==> config.mk <==
export PLATFORM = sky130hd
export DESIGN_NAME = dis_irq_status_clear
export DESIGN_NICKNAME = d
export VERILOG_FILES = /design/src/rtl/dis_pkg.sv /design/src/rtl/dis_flag_bank.sv /design/src/rtl/dis_irq_status_clear.sv
export SDC_FILE = /design/constraint.sdc
export NUM_CORES = 1
export LEC_CHECK = 0
export ABC_AREA = 1
export BUFFER_PORTS_ARGS = -buffer_cell sky130_fd_sc_hd__clkbuf_2
export CORE_MARGIN = 2
export CORE_UTILIZATION = 44
export CTS_BUF_LIST = sky130_fd_sc_hd__clkbuf_2 sky130_fd_sc_hd__clkbuf_4 sky130_fd_sc_hd__clkbuf_8
export DETAILED_ROUTE_END_ITERATION = 8
export PLACE_DENSITY = 0.88
export SLEW_MARGIN = 20
export SYNTH_ARGS = -nofsm -noshare
export SYNTH_HDL_FRONTEND = slang
export SYNTH_SLANG_ARGS = --single-unit
==> constraint.sdc <==
create_clock -name ref_clk -period 1.85 [get_ports ref_clk]
set_input_delay 0.4625 -clock ref_clk [delete_from_list [all_inputs] [get_ports ref_clk]]
set_output_delay 0.4625 -clock ref_clk [all_outputs]
set_load 0.005 [all_outputs]
==> src/rtl/dis_pkg.sv <==
package dis_pkg;

  // -----------------------------------------------------------------
  // Sizes
  // -----------------------------------------------------------------
  localparam int NCH = 2;
  localparam int DW  = 32;
  localparam int AW  = 8;
  localparam int SW  = 4;

  // -----------------------------------------------------------------
  // Register byte offsets
  // -----------------------------------------------------------------
  localparam logic [AW-1:0] OFS_COMBINED     = 8'h00;
  localparam logic [AW-1:0] OFS_DONE_STATUS  = 8'h04;
  localparam logic [AW-1:0] OFS_DONE_CLEAR   = 8'h08;
  localparam logic [AW-1:0] OFS_FAULT_STATUS = 8'h0c;
  localparam logic [AW-1:0] OFS_FAULT_CLEAR  = 8'h10;
  localparam logic [AW-1:0] OFS_DONE_RAW     = 8'h14;
  localparam logic [AW-1:0] OFS_FAULT_RAW    = 8'h18;
  localparam logic [AW-1:0] OFS_IRQ_MASK     = 8'h40;
  localparam logic [AW-1:0] OFS_OVERRUN      = 8'h44;

  // -----------------------------------------------------------------
  // Field positions and reset values
  // -----------------------------------------------------------------
  localparam int OVR_DONE_LSB  = 0;
  localparam int OVR_FAULT_LSB = 2;
  localparam int ADR_WORD_LSB  = 2;
  localparam int LANE0         = 0;

  localparam logic [NCH-1:0] FLAG_RST = 2'h0;
  localparam logic [NCH-1:0] MASK_RST = 2'h0;
  localparam logic [DW-1:0]  DAT_RST  = 32'h0000_0000;

  // -----------------------------------------------------------------
  // Types
  // -----------------------------------------------------------------
  typedef struct packed {
    logic [NCH-1:0] done;
    logic [NCH-1:0] fault;
  } dis_chan_t;

  typedef enum logic {
    BUS_IDLE,
    BUS_ACK
  } dis_bus_state_t;

endpackage

==> src/rtl/dis_flag_bank.sv <==
module dis_flag_bank #(
  parameter int N = dis_pkg::NCH
) (
  // Clock and reset
  input  wire logic         ref_clk,
  input  wire logic         sys_rst,
  // Events and clears, one bit per channel
  input  wire logic [N-1:0] setPulse,
  input  wire logic [N-1:0] clrPulse,
  input  wire logic [N-1:0] ovrClr,
  // Sticky state
  output logic      [N-1:0] flag,
  output logic      [N-1:0] overrun
);

  // -----------------------------------------------------------------
  // Per-channel sticky flags
  // -----------------------------------------------------------------
  for (genvar i = 0; i < N; i++) begin : g_ch
    // A new event beats a clear in the same cycle
    always_ff @(posedge ref_clk) begin
      if (sys_rst) begin
        flag[i] <= 1'b0;
      end else if (setPulse[i]) begin
        flag[i] <= 1'b1;
      end else if (clrPulse[i]) begin
        flag[i] <= 1'b0;
      end
    end

    // Event landing on an unserviced flag; only a W1C write drops it
    always_ff @(posedge ref_clk) begin
      if (sys_rst) begin
        overrun[i] <= 1'b0;
      end else if (setPulse[i] && flag[i] && !clrPulse[i]) begin
        overrun[i] <= 1'b1;
      end else if (ovrClr[i]) begin
        overrun[i] <= 1'b0;
      end
    end
  end

endmodule

==> src/rtl/dis_irq_status_clear.sv <==
// Function
// - Read-only per-channel done status, post-enable.
// - Done status ch1 bit1, ch0 bit0, reset 0.
// - Writing one clears channel's done status.
// - Zero writes ignored; done clear is write-only.
// - Read-only per-channel fault status, post-enable.
// - Fault status ch0 bit0, ch1 bit1.
// - Writing one clears channel's fault status.
// - Zero writes ignored; fault clear is write-only.
// - Raw flags kept before enables; status derived.
// - Channel interrupt on done or fault, enabled.
module dis_irq_status_clear (
  // Clock and reset
  input  wire logic                        ref_clk,
  input  wire logic                        sys_rst,
  // Wishbone classic slave
  input  wire logic                        wb_cyc_i,
  input  wire logic                        wb_stb_i,
  input  wire logic                        wb_we_i,
  input  wire logic [dis_pkg::SW-1:0]      wb_sel_i,
  input  wire logic [dis_pkg::AW-1:0]      wb_adr_i,
  input  wire logic [dis_pkg::DW-1:0]      wb_dat_i,
  output logic      [dis_pkg::DW-1:0]      wb_dat_o,
  output logic                             wb_ack_o,
  // Transfer engine side
  input  wire dis_pkg::dis_chan_t          rawEvt,
  input  wire dis_pkg::dis_chan_t          chEnable,
  // Interrupt outputs
  output logic      [dis_pkg::NCH-1:0]     chanIrq,
  output logic                             irqOut
);

  // -----------------------------------------------------------------
  // Declarations
  // -----------------------------------------------------------------
  dis_pkg::dis_bus_state_t busState;
  dis_pkg::dis_chan_t      rawFlag;
  dis_pkg::dis_chan_t      postFlag;
  dis_pkg::dis_chan_t      clrReq;
  dis_pkg::dis_chan_t      ovrFlag;
  dis_pkg::dis_chan_t      ovrClrReq;

  logic                        busTake;
  logic                        wrTake;
  logic [dis_pkg::DW-1:0]      rdWord;
  logic [dis_pkg::NCH-1:0]     combined;
  logic [dis_pkg::NCH-1:0]     mask_reg;
  logic [dis_pkg::NCH-1:0]     wrBits;

  logic ch0_done_irq_flag;
  logic ch1_done_irq_flag;
  logic ch0_fault_irq_flag;
  logic ch1_fault_irq_flag;
  logic ch0_done_raw_flag;
  logic ch1_done_raw_flag;
  logic ch0_fault_raw_flag;
  logic ch1_fault_raw_flag;
  logic ch0_done_irq_clr;
  logic ch1_done_irq_clr;
  logic ch0_fault_irq_clr;
  logic ch1_fault_irq_clr;

  // -----------------------------------------------------------------
  // Bus handshake
  // -----------------------------------------------------------------
  // One wait state: take the request, ack in the next cycle, then drop
  // ack for one idle cycle; a master that still holds stb is taken again.
  always_ff @(posedge ref_clk) begin
    if (sys_rst) begin
      busState <= dis_pkg::BUS_IDLE;
    end else begin
      case (busState)
        dis_pkg::BUS_IDLE: begin
          if (wb_cyc_i && wb_stb_i) begin
            busState <= dis_pkg::BUS_ACK;
          end
        end
        dis_pkg::BUS_ACK: begin
          busState <= dis_pkg::BUS_IDLE;
        end
        default: begin
          busState <= dis_pkg::BUS_IDLE;
        end
      endcase
    end
  end

  assign busTake  = wb_cyc_i && wb_stb_i && (busState == dis_pkg::BUS_IDLE);
  assign wb_ack_o = (busState == dis_pkg::BUS_ACK);

  // Only lane 0 carries defined bits; other lanes are don't-care.
  assign wrTake = busTake && wb_we_i && wb_sel_i[dis_pkg::LANE0];
  assign wrBits = wb_dat_i[dis_pkg::NCH-1:0];

  // -----------------------------------------------------------------
  // Clear decode
  // -----------------------------------------------------------------
  // A clear is a one-cycle pulse per written one; zeros do nothing.
  always_comb begin
    clrReq    = '0;
    ovrClrReq = '0;
    if (wrTake) begin
      if (wb_adr_i == dis_pkg::OFS_DONE_CLEAR) begin
        clrReq.done = wrBits;
      end else if (wb_adr_i == dis_pkg::OFS_FAULT_CLEAR) begin
        clrReq.fault = wrBits;
      end else if (wb_adr_i == dis_pkg::OFS_OVERRUN) begin
        ovrClrReq.done  = wb_dat_i[dis_pkg::OVR_DONE_LSB +: dis_pkg::NCH];
        ovrClrReq.fault = wb_dat_i[dis_pkg::OVR_FAULT_LSB +: dis_pkg::NCH];
      end
    end
  end

  assign ch0_done_irq_clr  = clrReq.done[0];
  assign ch1_done_irq_clr  = clrReq.done[1];
  assign ch0_fault_irq_clr = clrReq.fault[0];
  assign ch1_fault_irq_clr = clrReq.fault[1];

  // -----------------------------------------------------------------
  // Raw flags
  // -----------------------------------------------------------------
  // The clear acts on the raw flag, so a cleared channel stays clear
  // even if software later turns its enable back on.
  dis_flag_bank #(
    .N (dis_pkg::NCH)
  ) u_done_bank (
    .ref_clk  (ref_clk),
    .sys_rst  (sys_rst),
    .setPulse (rawEvt.done),
    .clrPulse (clrReq.done),
    .ovrClr   (ovrClrReq.done),
    .flag     (rawFlag.done),
    .overrun  (ovrFlag.done)
  );

  dis_flag_bank #(
    .N (dis_pkg::NCH)
  ) u_fault_bank (
    .ref_clk  (ref_clk),
    .sys_rst  (sys_rst),
    .setPulse (rawEvt.fault),
    .clrPulse (clrReq.fault),
    .ovrClr   (ovrClrReq.fault),
    .flag     (rawFlag.fault),
    .overrun  (ovrFlag.fault)
  );

  assign ch0_done_raw_flag  = rawFlag.done[0];
  assign ch1_done_raw_flag  = rawFlag.done[1];
  assign ch0_fault_raw_flag = rawFlag.fault[0];
  assign ch1_fault_raw_flag = rawFlag.fault[1];

  // -----------------------------------------------------------------
  // Post-enable status
  // -----------------------------------------------------------------
  // Enables gate the view only; the raw event is remembered regardless.
  assign postFlag.done  = rawFlag.done & chEnable.done;
  assign postFlag.fault = rawFlag.fault & chEnable.fault;

  assign ch0_done_irq_flag  = postFlag.done[0];
  assign ch1_done_irq_flag  = postFlag.done[1];
  assign ch0_fault_irq_flag = postFlag.fault[0];
  assign ch1_fault_irq_flag = postFlag.fault[1];

  assign combined = postFlag.done | postFlag.fault;

  // -----------------------------------------------------------------
  // Interrupt mask and outputs
  // -----------------------------------------------------------------
  always_ff @(posedge ref_clk) begin
    if (sys_rst) begin
      mask_reg <= dis_pkg::MASK_RST;
    end else if (wrTake && wb_adr_i == dis_pkg::OFS_IRQ_MASK) begin
      mask_reg <= wrBits;
    end
  end

  // Registered so the line is glitch free toward the interrupt fabric.
  always_ff @(posedge ref_clk) begin
    if (sys_rst) begin
      chanIrq <= dis_pkg::FLAG_RST;
    end else begin
      chanIrq <= combined;
    end
  end

  always_ff @(posedge ref_clk) begin
    if (sys_rst) begin
      irqOut <= 1'b0;
    end else begin
      irqOut <= |(combined & mask_reg);
    end
  end

  // -----------------------------------------------------------------
  // Read mux
  // -----------------------------------------------------------------
  // Clear registers are write-only and read as zero, as do holes.
  always_comb begin
    rdWord = '0;
    if (wb_adr_i == dis_pkg::OFS_COMBINED) begin
      rdWord[dis_pkg::NCH-1:0] = combined;
    end else if (wb_adr_i == dis_pkg::OFS_DONE_STATUS) begin
      rdWord[0] = ch0_done_irq_flag;
      rdWord[1] = ch1_done_irq_flag;
    end else if (wb_adr_i == dis_pkg::OFS_FAULT_STATUS) begin
      rdWord[0] = ch0_fault_irq_flag;
      rdWord[1] = ch1_fault_irq_flag;
    end else if (wb_adr_i == dis_pkg::OFS_DONE_RAW) begin
      rdWord[0] = ch0_done_raw_flag;
      rdWord[1] = ch1_done_raw_flag;
    end else if (wb_adr_i == dis_pkg::OFS_FAULT_RAW) begin
      rdWord[0] = ch0_fault_raw_flag;
      rdWord[1] = ch1_fault_raw_flag;
    end else if (wb_adr_i == dis_pkg::OFS_IRQ_MASK) begin
      rdWord[dis_pkg::NCH-1:0] = mask_reg;
    end else if (wb_adr_i == dis_pkg::OFS_OVERRUN) begin
      rdWord[dis_pkg::OVR_DONE_LSB +: dis_pkg::NCH]  = ovrFlag.done;
      rdWord[dis_pkg::OVR_FAULT_LSB +: dis_pkg::NCH] = ovrFlag.fault;
    end else if (wb_adr_i == dis_pkg::OFS_DONE_CLEAR) begin
      rdWord = '0;
    end else if (wb_adr_i == dis_pkg::OFS_FAULT_CLEAR) begin
      rdWord = '0;
    end
  end

  // Data is sampled at the take edge and held through the ack cycle.
  always_ff @(posedge ref_clk) begin
    if (sys_rst) begin
      wb_dat_o <= dis_pkg::DAT_RST;
    end else if (busTake && !wb_we_i) begin
      wb_dat_o <= rdWord;
    end
  end

endmodule

## After elaboration in Yosys (flattened, before gate mapping)

Index checks and enable logic that the tools add are counted.

| cells by class | value |
|---|---|
| equal/unequal tests | 8 |
| mux-type cells | 39 |
| bitwise logic cells | 5 |
| reduce and logical (&&, ||, !) cells | 29 |

Operator list:

| kind | count |
|---|---|
| two-way mux 30 bit | 1 |
| two-way mux 2 bit | 14 |
| equality test 8 x 5 -> 1 bit (second input constant) | 3 |
| two-way mux 4 bit | 6 |
| two-way mux 1 bit | 17 |
| equality test 8 x 4 -> 1 bit (second input constant) | 2 |
| equality test 8 x 7 -> 1 bit (second input constant) | 2 |
| nonzero test 2 bit | 8 |
| logical AND 1 bit | 14 |
| equality test 8 x 3 -> 1 bit (second input constant) | 1 |
| logical NOT 8 bit | 1 |
| bitwise AND 2 bit | 3 |
| logical NOT 1 bit | 5 |
| bitwise OR 2 bit | 1 |
| one-hot mux 1 bit (2 select lines) | 1 |
| OR reduction 2 bit | 1 |
| NOT 1 bit | 1 |

| storage, ports and cells | value |
|---|---|
| register bits after elaboration | 46 |
| input port bits | 57 |
| output and inout bits | 36 |
| logic and storage cells | 94 |

## Longest topological paths before layout

| depth | value |
|---|---|
| depth in word-level cells | 8 |
| mapped depth | 11 |
| gate-level depth less buffers | 11 |

## Cells and area by module

A second synthesis with hierarchy kept.

| second synthesis, totals | value |
|---|---|
| cells, all modules | 189 |
| area, all modules | 1,187.4 µm² |

Modules (own cells, without submodules):

| module | instances | cells each | area each (µm²) | sequential area each (µm²) |
|---|---|---|---|---|
| dis_irq_status_clear | 1 | 153 | 907.1 | 200.2 |
| dis_flag_bank | 2 | 18 | 140.1 | 80.1 |

## Worst setup path before layout

No wires, ideal clock.

| timing path | value |
|---|---|
| kind | input to register |
| start | input port wb_adr_i[5] in the netlist's numbering |
| end | register u_done_bank.overrun[1] |
| data arrival time | 1,238 ps |
| required time | 1,718 ps |
| slack | 480 ps |
| cell stages on the path | 8 |
| path buffers | 0 |
| path through | inv_1 > nand2_1 > nor2_2 > inv_2 > nor2_4 > nand2_1 > o31ai_1 > a21oi_1 |

| between the ends | value |
|---|---|
| word-level cells in the longest chain between the ends | 6 |
| elaborated cells on any way between the ends | 13 |

RTL lines:

| element | line | source |
|---|---|---|
| from (decl) | dis_irq_status_clear.sv:21 | `input wire logic [dis_pkg::AW-1:0] wb_adr_i,` |
| equality test 8 x 7 -> 1 bit or equality test 8 x 4 -> 1 bit (tied branches) | - |  |
| two-way mux 4 bit or two-way mux 2 bit (tied branches) | dis_irq_status_clear.sv:107, dis_irq_status_clear.sv:103 |  |
| two-way mux 4 bit (on tied branches) | dis_irq_status_clear.sv:105, dis_irq_status_clear.sv:102 |  |
| two-way mux 4 bit or logical NOT 1 bit (tied branches) | dis_irq_status_clear.sv:103, dis_flag_bank.sv:35 |  |
| two-way mux 4 bit or logical AND 1 bit (tied branches) | dis_irq_status_clear.sv:102, dis_flag_bank.sv:35 |  |
| nonzero test 2 bit (no line) or two-way mux 1 bit (tied branches) | - |  |
| to (signal, indexed assignment) | dis_flag_bank.sv:34 | `overrun[i] <= 1'b0;` |
| to (signal, indexed assignment) | dis_flag_bank.sv:36 | `overrun[i] <= 1'b1;` |
| to (signal, indexed assignment) | dis_flag_bank.sv:38 | `overrun[i] <= 1'b0;` |
| to (decl) | dis_flag_bank.sv:13 | `output logic [N-1:0] overrun` |

Parallel ways exist; a longest one is shown, timed or not.
A chain may end at the register's enable or synchronous reset.

## Worst setup path after layout

| timing path | value |
|---|---|
| start | input port wb_adr_i[4] in the netlist's numbering |
| end | register u_done_bank.overrun[0] |

The elaborated chain is that of the path after synthesis.

==> results.toml <==
[synth]
main_area_contributors_after_synthesis = "sky130_fd_sc_hd__dfxtp_1, sky130_fd_sc_hd__buf_4, sky130_fd_sc_hd__nand2_1"
synth.yosys.warnings = 0
synth_seq_area_share_pct = 29.1
synth_top_area_cell = "sky130_fd_sc_hd__dfxtp_1"
synthCells = 178
synth_top_cell_area_share_pct = 29.1
syn_avg_cell_area_um2 = 6.95
synth_cell_type_count = 25
netlist_area_um2 = 1240
ys_seq_elements = 18

[worst_setup_path]
worst_path_arrival_time_ns = 1.46
worstPathRequired_ns = 2.03
ff2ff_path_depth = 7
regToRegEndpoint = "wb_dat_o[0]"
cp-startpoint = "wb_adr_i[4]"
path_class = "in -> reg"
endpoint_kind = "flop"
worstReg2RegStart = "wb_ack_o"
critical_path_source_type = "input pin"
critical_path.endpoint = "u_done_bank.overrun[0]"
worstPathMaxFanout = 4
register_to_register_path_setup_slack_ns = 0.63

[power_and_ir_drop]
p_per_area_nw_per_um2 = 575
leakage_nw = 0.753
vdd_ir_drop_max_mv = 0.415

[clock_network]
cts_htree_levels = 1
resized_cells_post_cts = 0
tritoncts.num_buffers = 3
cts_hold_bufs = 0
post_cts_buffers = 0
cts-root-to-sink-buffers = 2
clkLatencyLatePin_ns = 0.29
num_clock_sinks = 18
clock-root-buffer = "sky130_fd_sc_hd__clkbuf_4"
cts_tree = "built"
path_clk_slew_ns = 0.10

[final_layout]
drive_gt1_share_pct = 26.3
nNetsFinal = 271
area_of_combinational_cells_with_multiple_inputs_um2 = 672
postLayoutCellArea_um2 = 1370
fill_cells = 284
largest_register_ffs = 4
largest-register = "wb_dat_o"
syn2layout_area_growth_pct = 10.6
antennaDiodeCount = 0
finalNonFillerCells = 244
area.sequential_um2 = 360

[placed_design]
io_buffers = 33
post-place-cells = 240
dpl_worst_slack_ns = 0.231
place.detailed.hpwl_um = 1950
finalWeightedCongestion = 0.835
detailed_place.area_um2 = 1330

[timing]
fin_ws_ns = 0.568
worst_clock_skew_on_the_final_layout_ns = 0.00344
finalHoldWorstSlack_ns = 0.382
hold_viol = 0
finalCritPeriodShare_pct = 69.3
finalSetupViolations = 0
finalSetupTns_ns = 0
grt_setup_unrepaired = "no"
period_minus_slack_ns = 1.28
drv_slew = 0
timing.fmax_ghz = 0.780

[routing]
num_vias = 1127
postRouteAntennaNets = 0
routed_via_density = 4.62
sum_of_routed_wire_length_over_all_layers_um = 2300
detailedRoute.firstPassIterationCount = 4
drc = 0
initialDrtViolationCount = 38
wire_per_inst_um = 9.43

[run_status]
status = "completed"

[floorplan]
boundaryPins = 93
start_util_pct = 45.7
die_h_um = 57.0
dieWidth_um = 57.0
dieArea_um2 = 3250
row_count = 19
core_um2 = 2710

[global_route]
number_of_antenna_violations_at_the_first_check_in_global_routing = 0
first_global_vias = 938
grt_pass1_wl_um = 3750
largest_net_degree_at_the_start_of_global_routing = 17
globalRoute.totalOverflow = 0
globalRouteTotalUtil_pct = 14.6

[hold_path]
hp-class = "in -> reg"

[run]
max_cap_violations = 0
## final cells by class
class	count	share of cell area, %
Multi-Input combinational cell	134	49.1
Sequential cell	18	26.3
Timing Repair Buffer	34	12.6
Inverter	23	6.49
Tap cell	31	2.83
Clock buffer	4	2.65
## critical path: stages
cell	delay, ns
sky130_fd_sc_hd__clkbuf_2	0.09
sky130_fd_sc_hd__inv_1	0.07
sky130_fd_sc_hd__nand2_1	0.09
sky130_fd_sc_hd__nor2_2	0.14
sky130_fd_sc_hd__inv_2	0.07
sky130_fd_sc_hd__nor2_4	0.12
sky130_fd_sc_hd__nand2_1	0.12
sky130_fd_sc_hd__o31ai_1	0.22
sky130_fd_sc_hd__a21oi_1	0.09
## power breakdown
group / internal [mW] / switching (mW) / total (mW)
Sequential: 0.404 / 0.0114 / 0.415
Combinational: 0.0491 / 0.0824 / 0.131
Clock: 0.120 / 0.120 / 0.240
## worst min path at each step
stage / from / endpoint / slack (ns) / cells after the start
2_1_floorplan: u_done_bank.overrun[0] / u_done_bank.overrun[0] / 0.44 / 2
3_3_place_gp: wb_dat_o[1] / wb_dat_o[1] / 0.46 / 2
3_5_place_dp: wb_dat_o[1] / wb_dat_o[1] / 0.46 / 2
4_1_cts: rawEvt[1] / u_fault_bank.flag[1] / 0.37 / 3
5_1_grt: rawEvt[1] / u_fault_bank.flag[1] / 0.39 / 3
6_report: rawEvt[1] / u_fault_bank.flag[1] / 0.38 / 3
## cell families (layout without fill, tap and decap cells)
| group | after synthesis | count (layout) | synth area share (%) |
|---|---|---|---|
| AOI/OAI and AO/OA | 26 | 26 | 11.8 |
| other | 1 | 28 | 0.303 |
| buffers and inverters | 53 | 61 | 24.8 |
| DFF | 18 | 18 | 29.1 |
| and+or+nand+nor | 80 | 80 | 34.0 |
## layout by cell type, fill, tap and decap left out, types with 4 or more instances in the layout
master                     count
sky130_fd_sc_hd__a21oi_1      15
sky130_fd_sc_hd__clkbuf_2     33
sky130_fd_sc_hd__conb_1       28
sky130_fd_sc_hd__dfxtp_1      18
sky130_fd_sc_hd__inv_1        19
sky130_fd_sc_hd__nand2_1      30
sky130_fd_sc_hd__nand3_1      13
sky130_fd_sc_hd__nand4_1       6
sky130_fd_sc_hd__nor2_1       16
sky130_fd_sc_hd__nor2_2        4
sky130_fd_sc_hd__o21ai_0       6
## metal layers
metal	vias to the layer above	wire length (um)	track usage, %
li1	587	-	-
met1	504	998	17.6
met2	36	1130	25.0
met3	0	168	4.76
met4	0	0	3.99
met5	-	0	0
## synthesized netlist by cell type
| library cell | number |
|---|---|
| sky130_fd_sc_hd__nand3_1 | 13 |
| sky130_fd_sc_hd__or2_1 | 1 |
| sky130_fd_sc_hd__o21ai_0 | 6 |
| sky130_fd_sc_hd__nand4_1 | 6 |
| sky130_fd_sc_hd__inv_2 | 3 |
| sky130_fd_sc_hd__o31ai_1 | 2 |
| sky130_fd_sc_hd__nand2_2 | 1 |
| sky130_fd_sc_hd__o21ai_2 | 2 |
| sky130_fd_sc_hd__nand2_1 | 30 |
| sky130_fd_sc_hd__nor2_2 | 4 |
| sky130_fd_sc_hd__dfxtp_1 | 18 |
| sky130_fd_sc_hd__inv_1 | 19 |
| sky130_fd_sc_hd__clkbuf_1 | 2 |
| sky130_fd_sc_hd__nand2_4 | 2 |
| sky130_fd_sc_hd__nor2_4 | 3 |
| sky130_fd_sc_hd__nor3_1 | 1 |
| sky130_fd_sc_hd__nor2_1 | 16 |
| sky130_fd_sc_hd__conb_1 | 1 |
| sky130_fd_sc_hd__a21oi_1 | 15 |
| sky130_fd_sc_hd__nor2_8 | 1 |
| sky130_fd_sc_hd__a22o_1 | 1 |
| sky130_fd_sc_hd__buf_4 | 28 |
| sky130_fd_sc_hd__nand3b_4 | 1 |
| sky130_fd_sc_hd__and3_1 | 1 |
| sky130_fd_sc_hd__inv_4 | 1 |
## per-stage QoR
stage               power [mW]  util [%]
floorplan                0.547         -
global placement         0.552      49.2
detailed placement       0.555      49.2
CTS                      0.796      50.5
global route             0.832      50.5
finish                   0.787      50.5
Power figures use the tool's default switching activity.
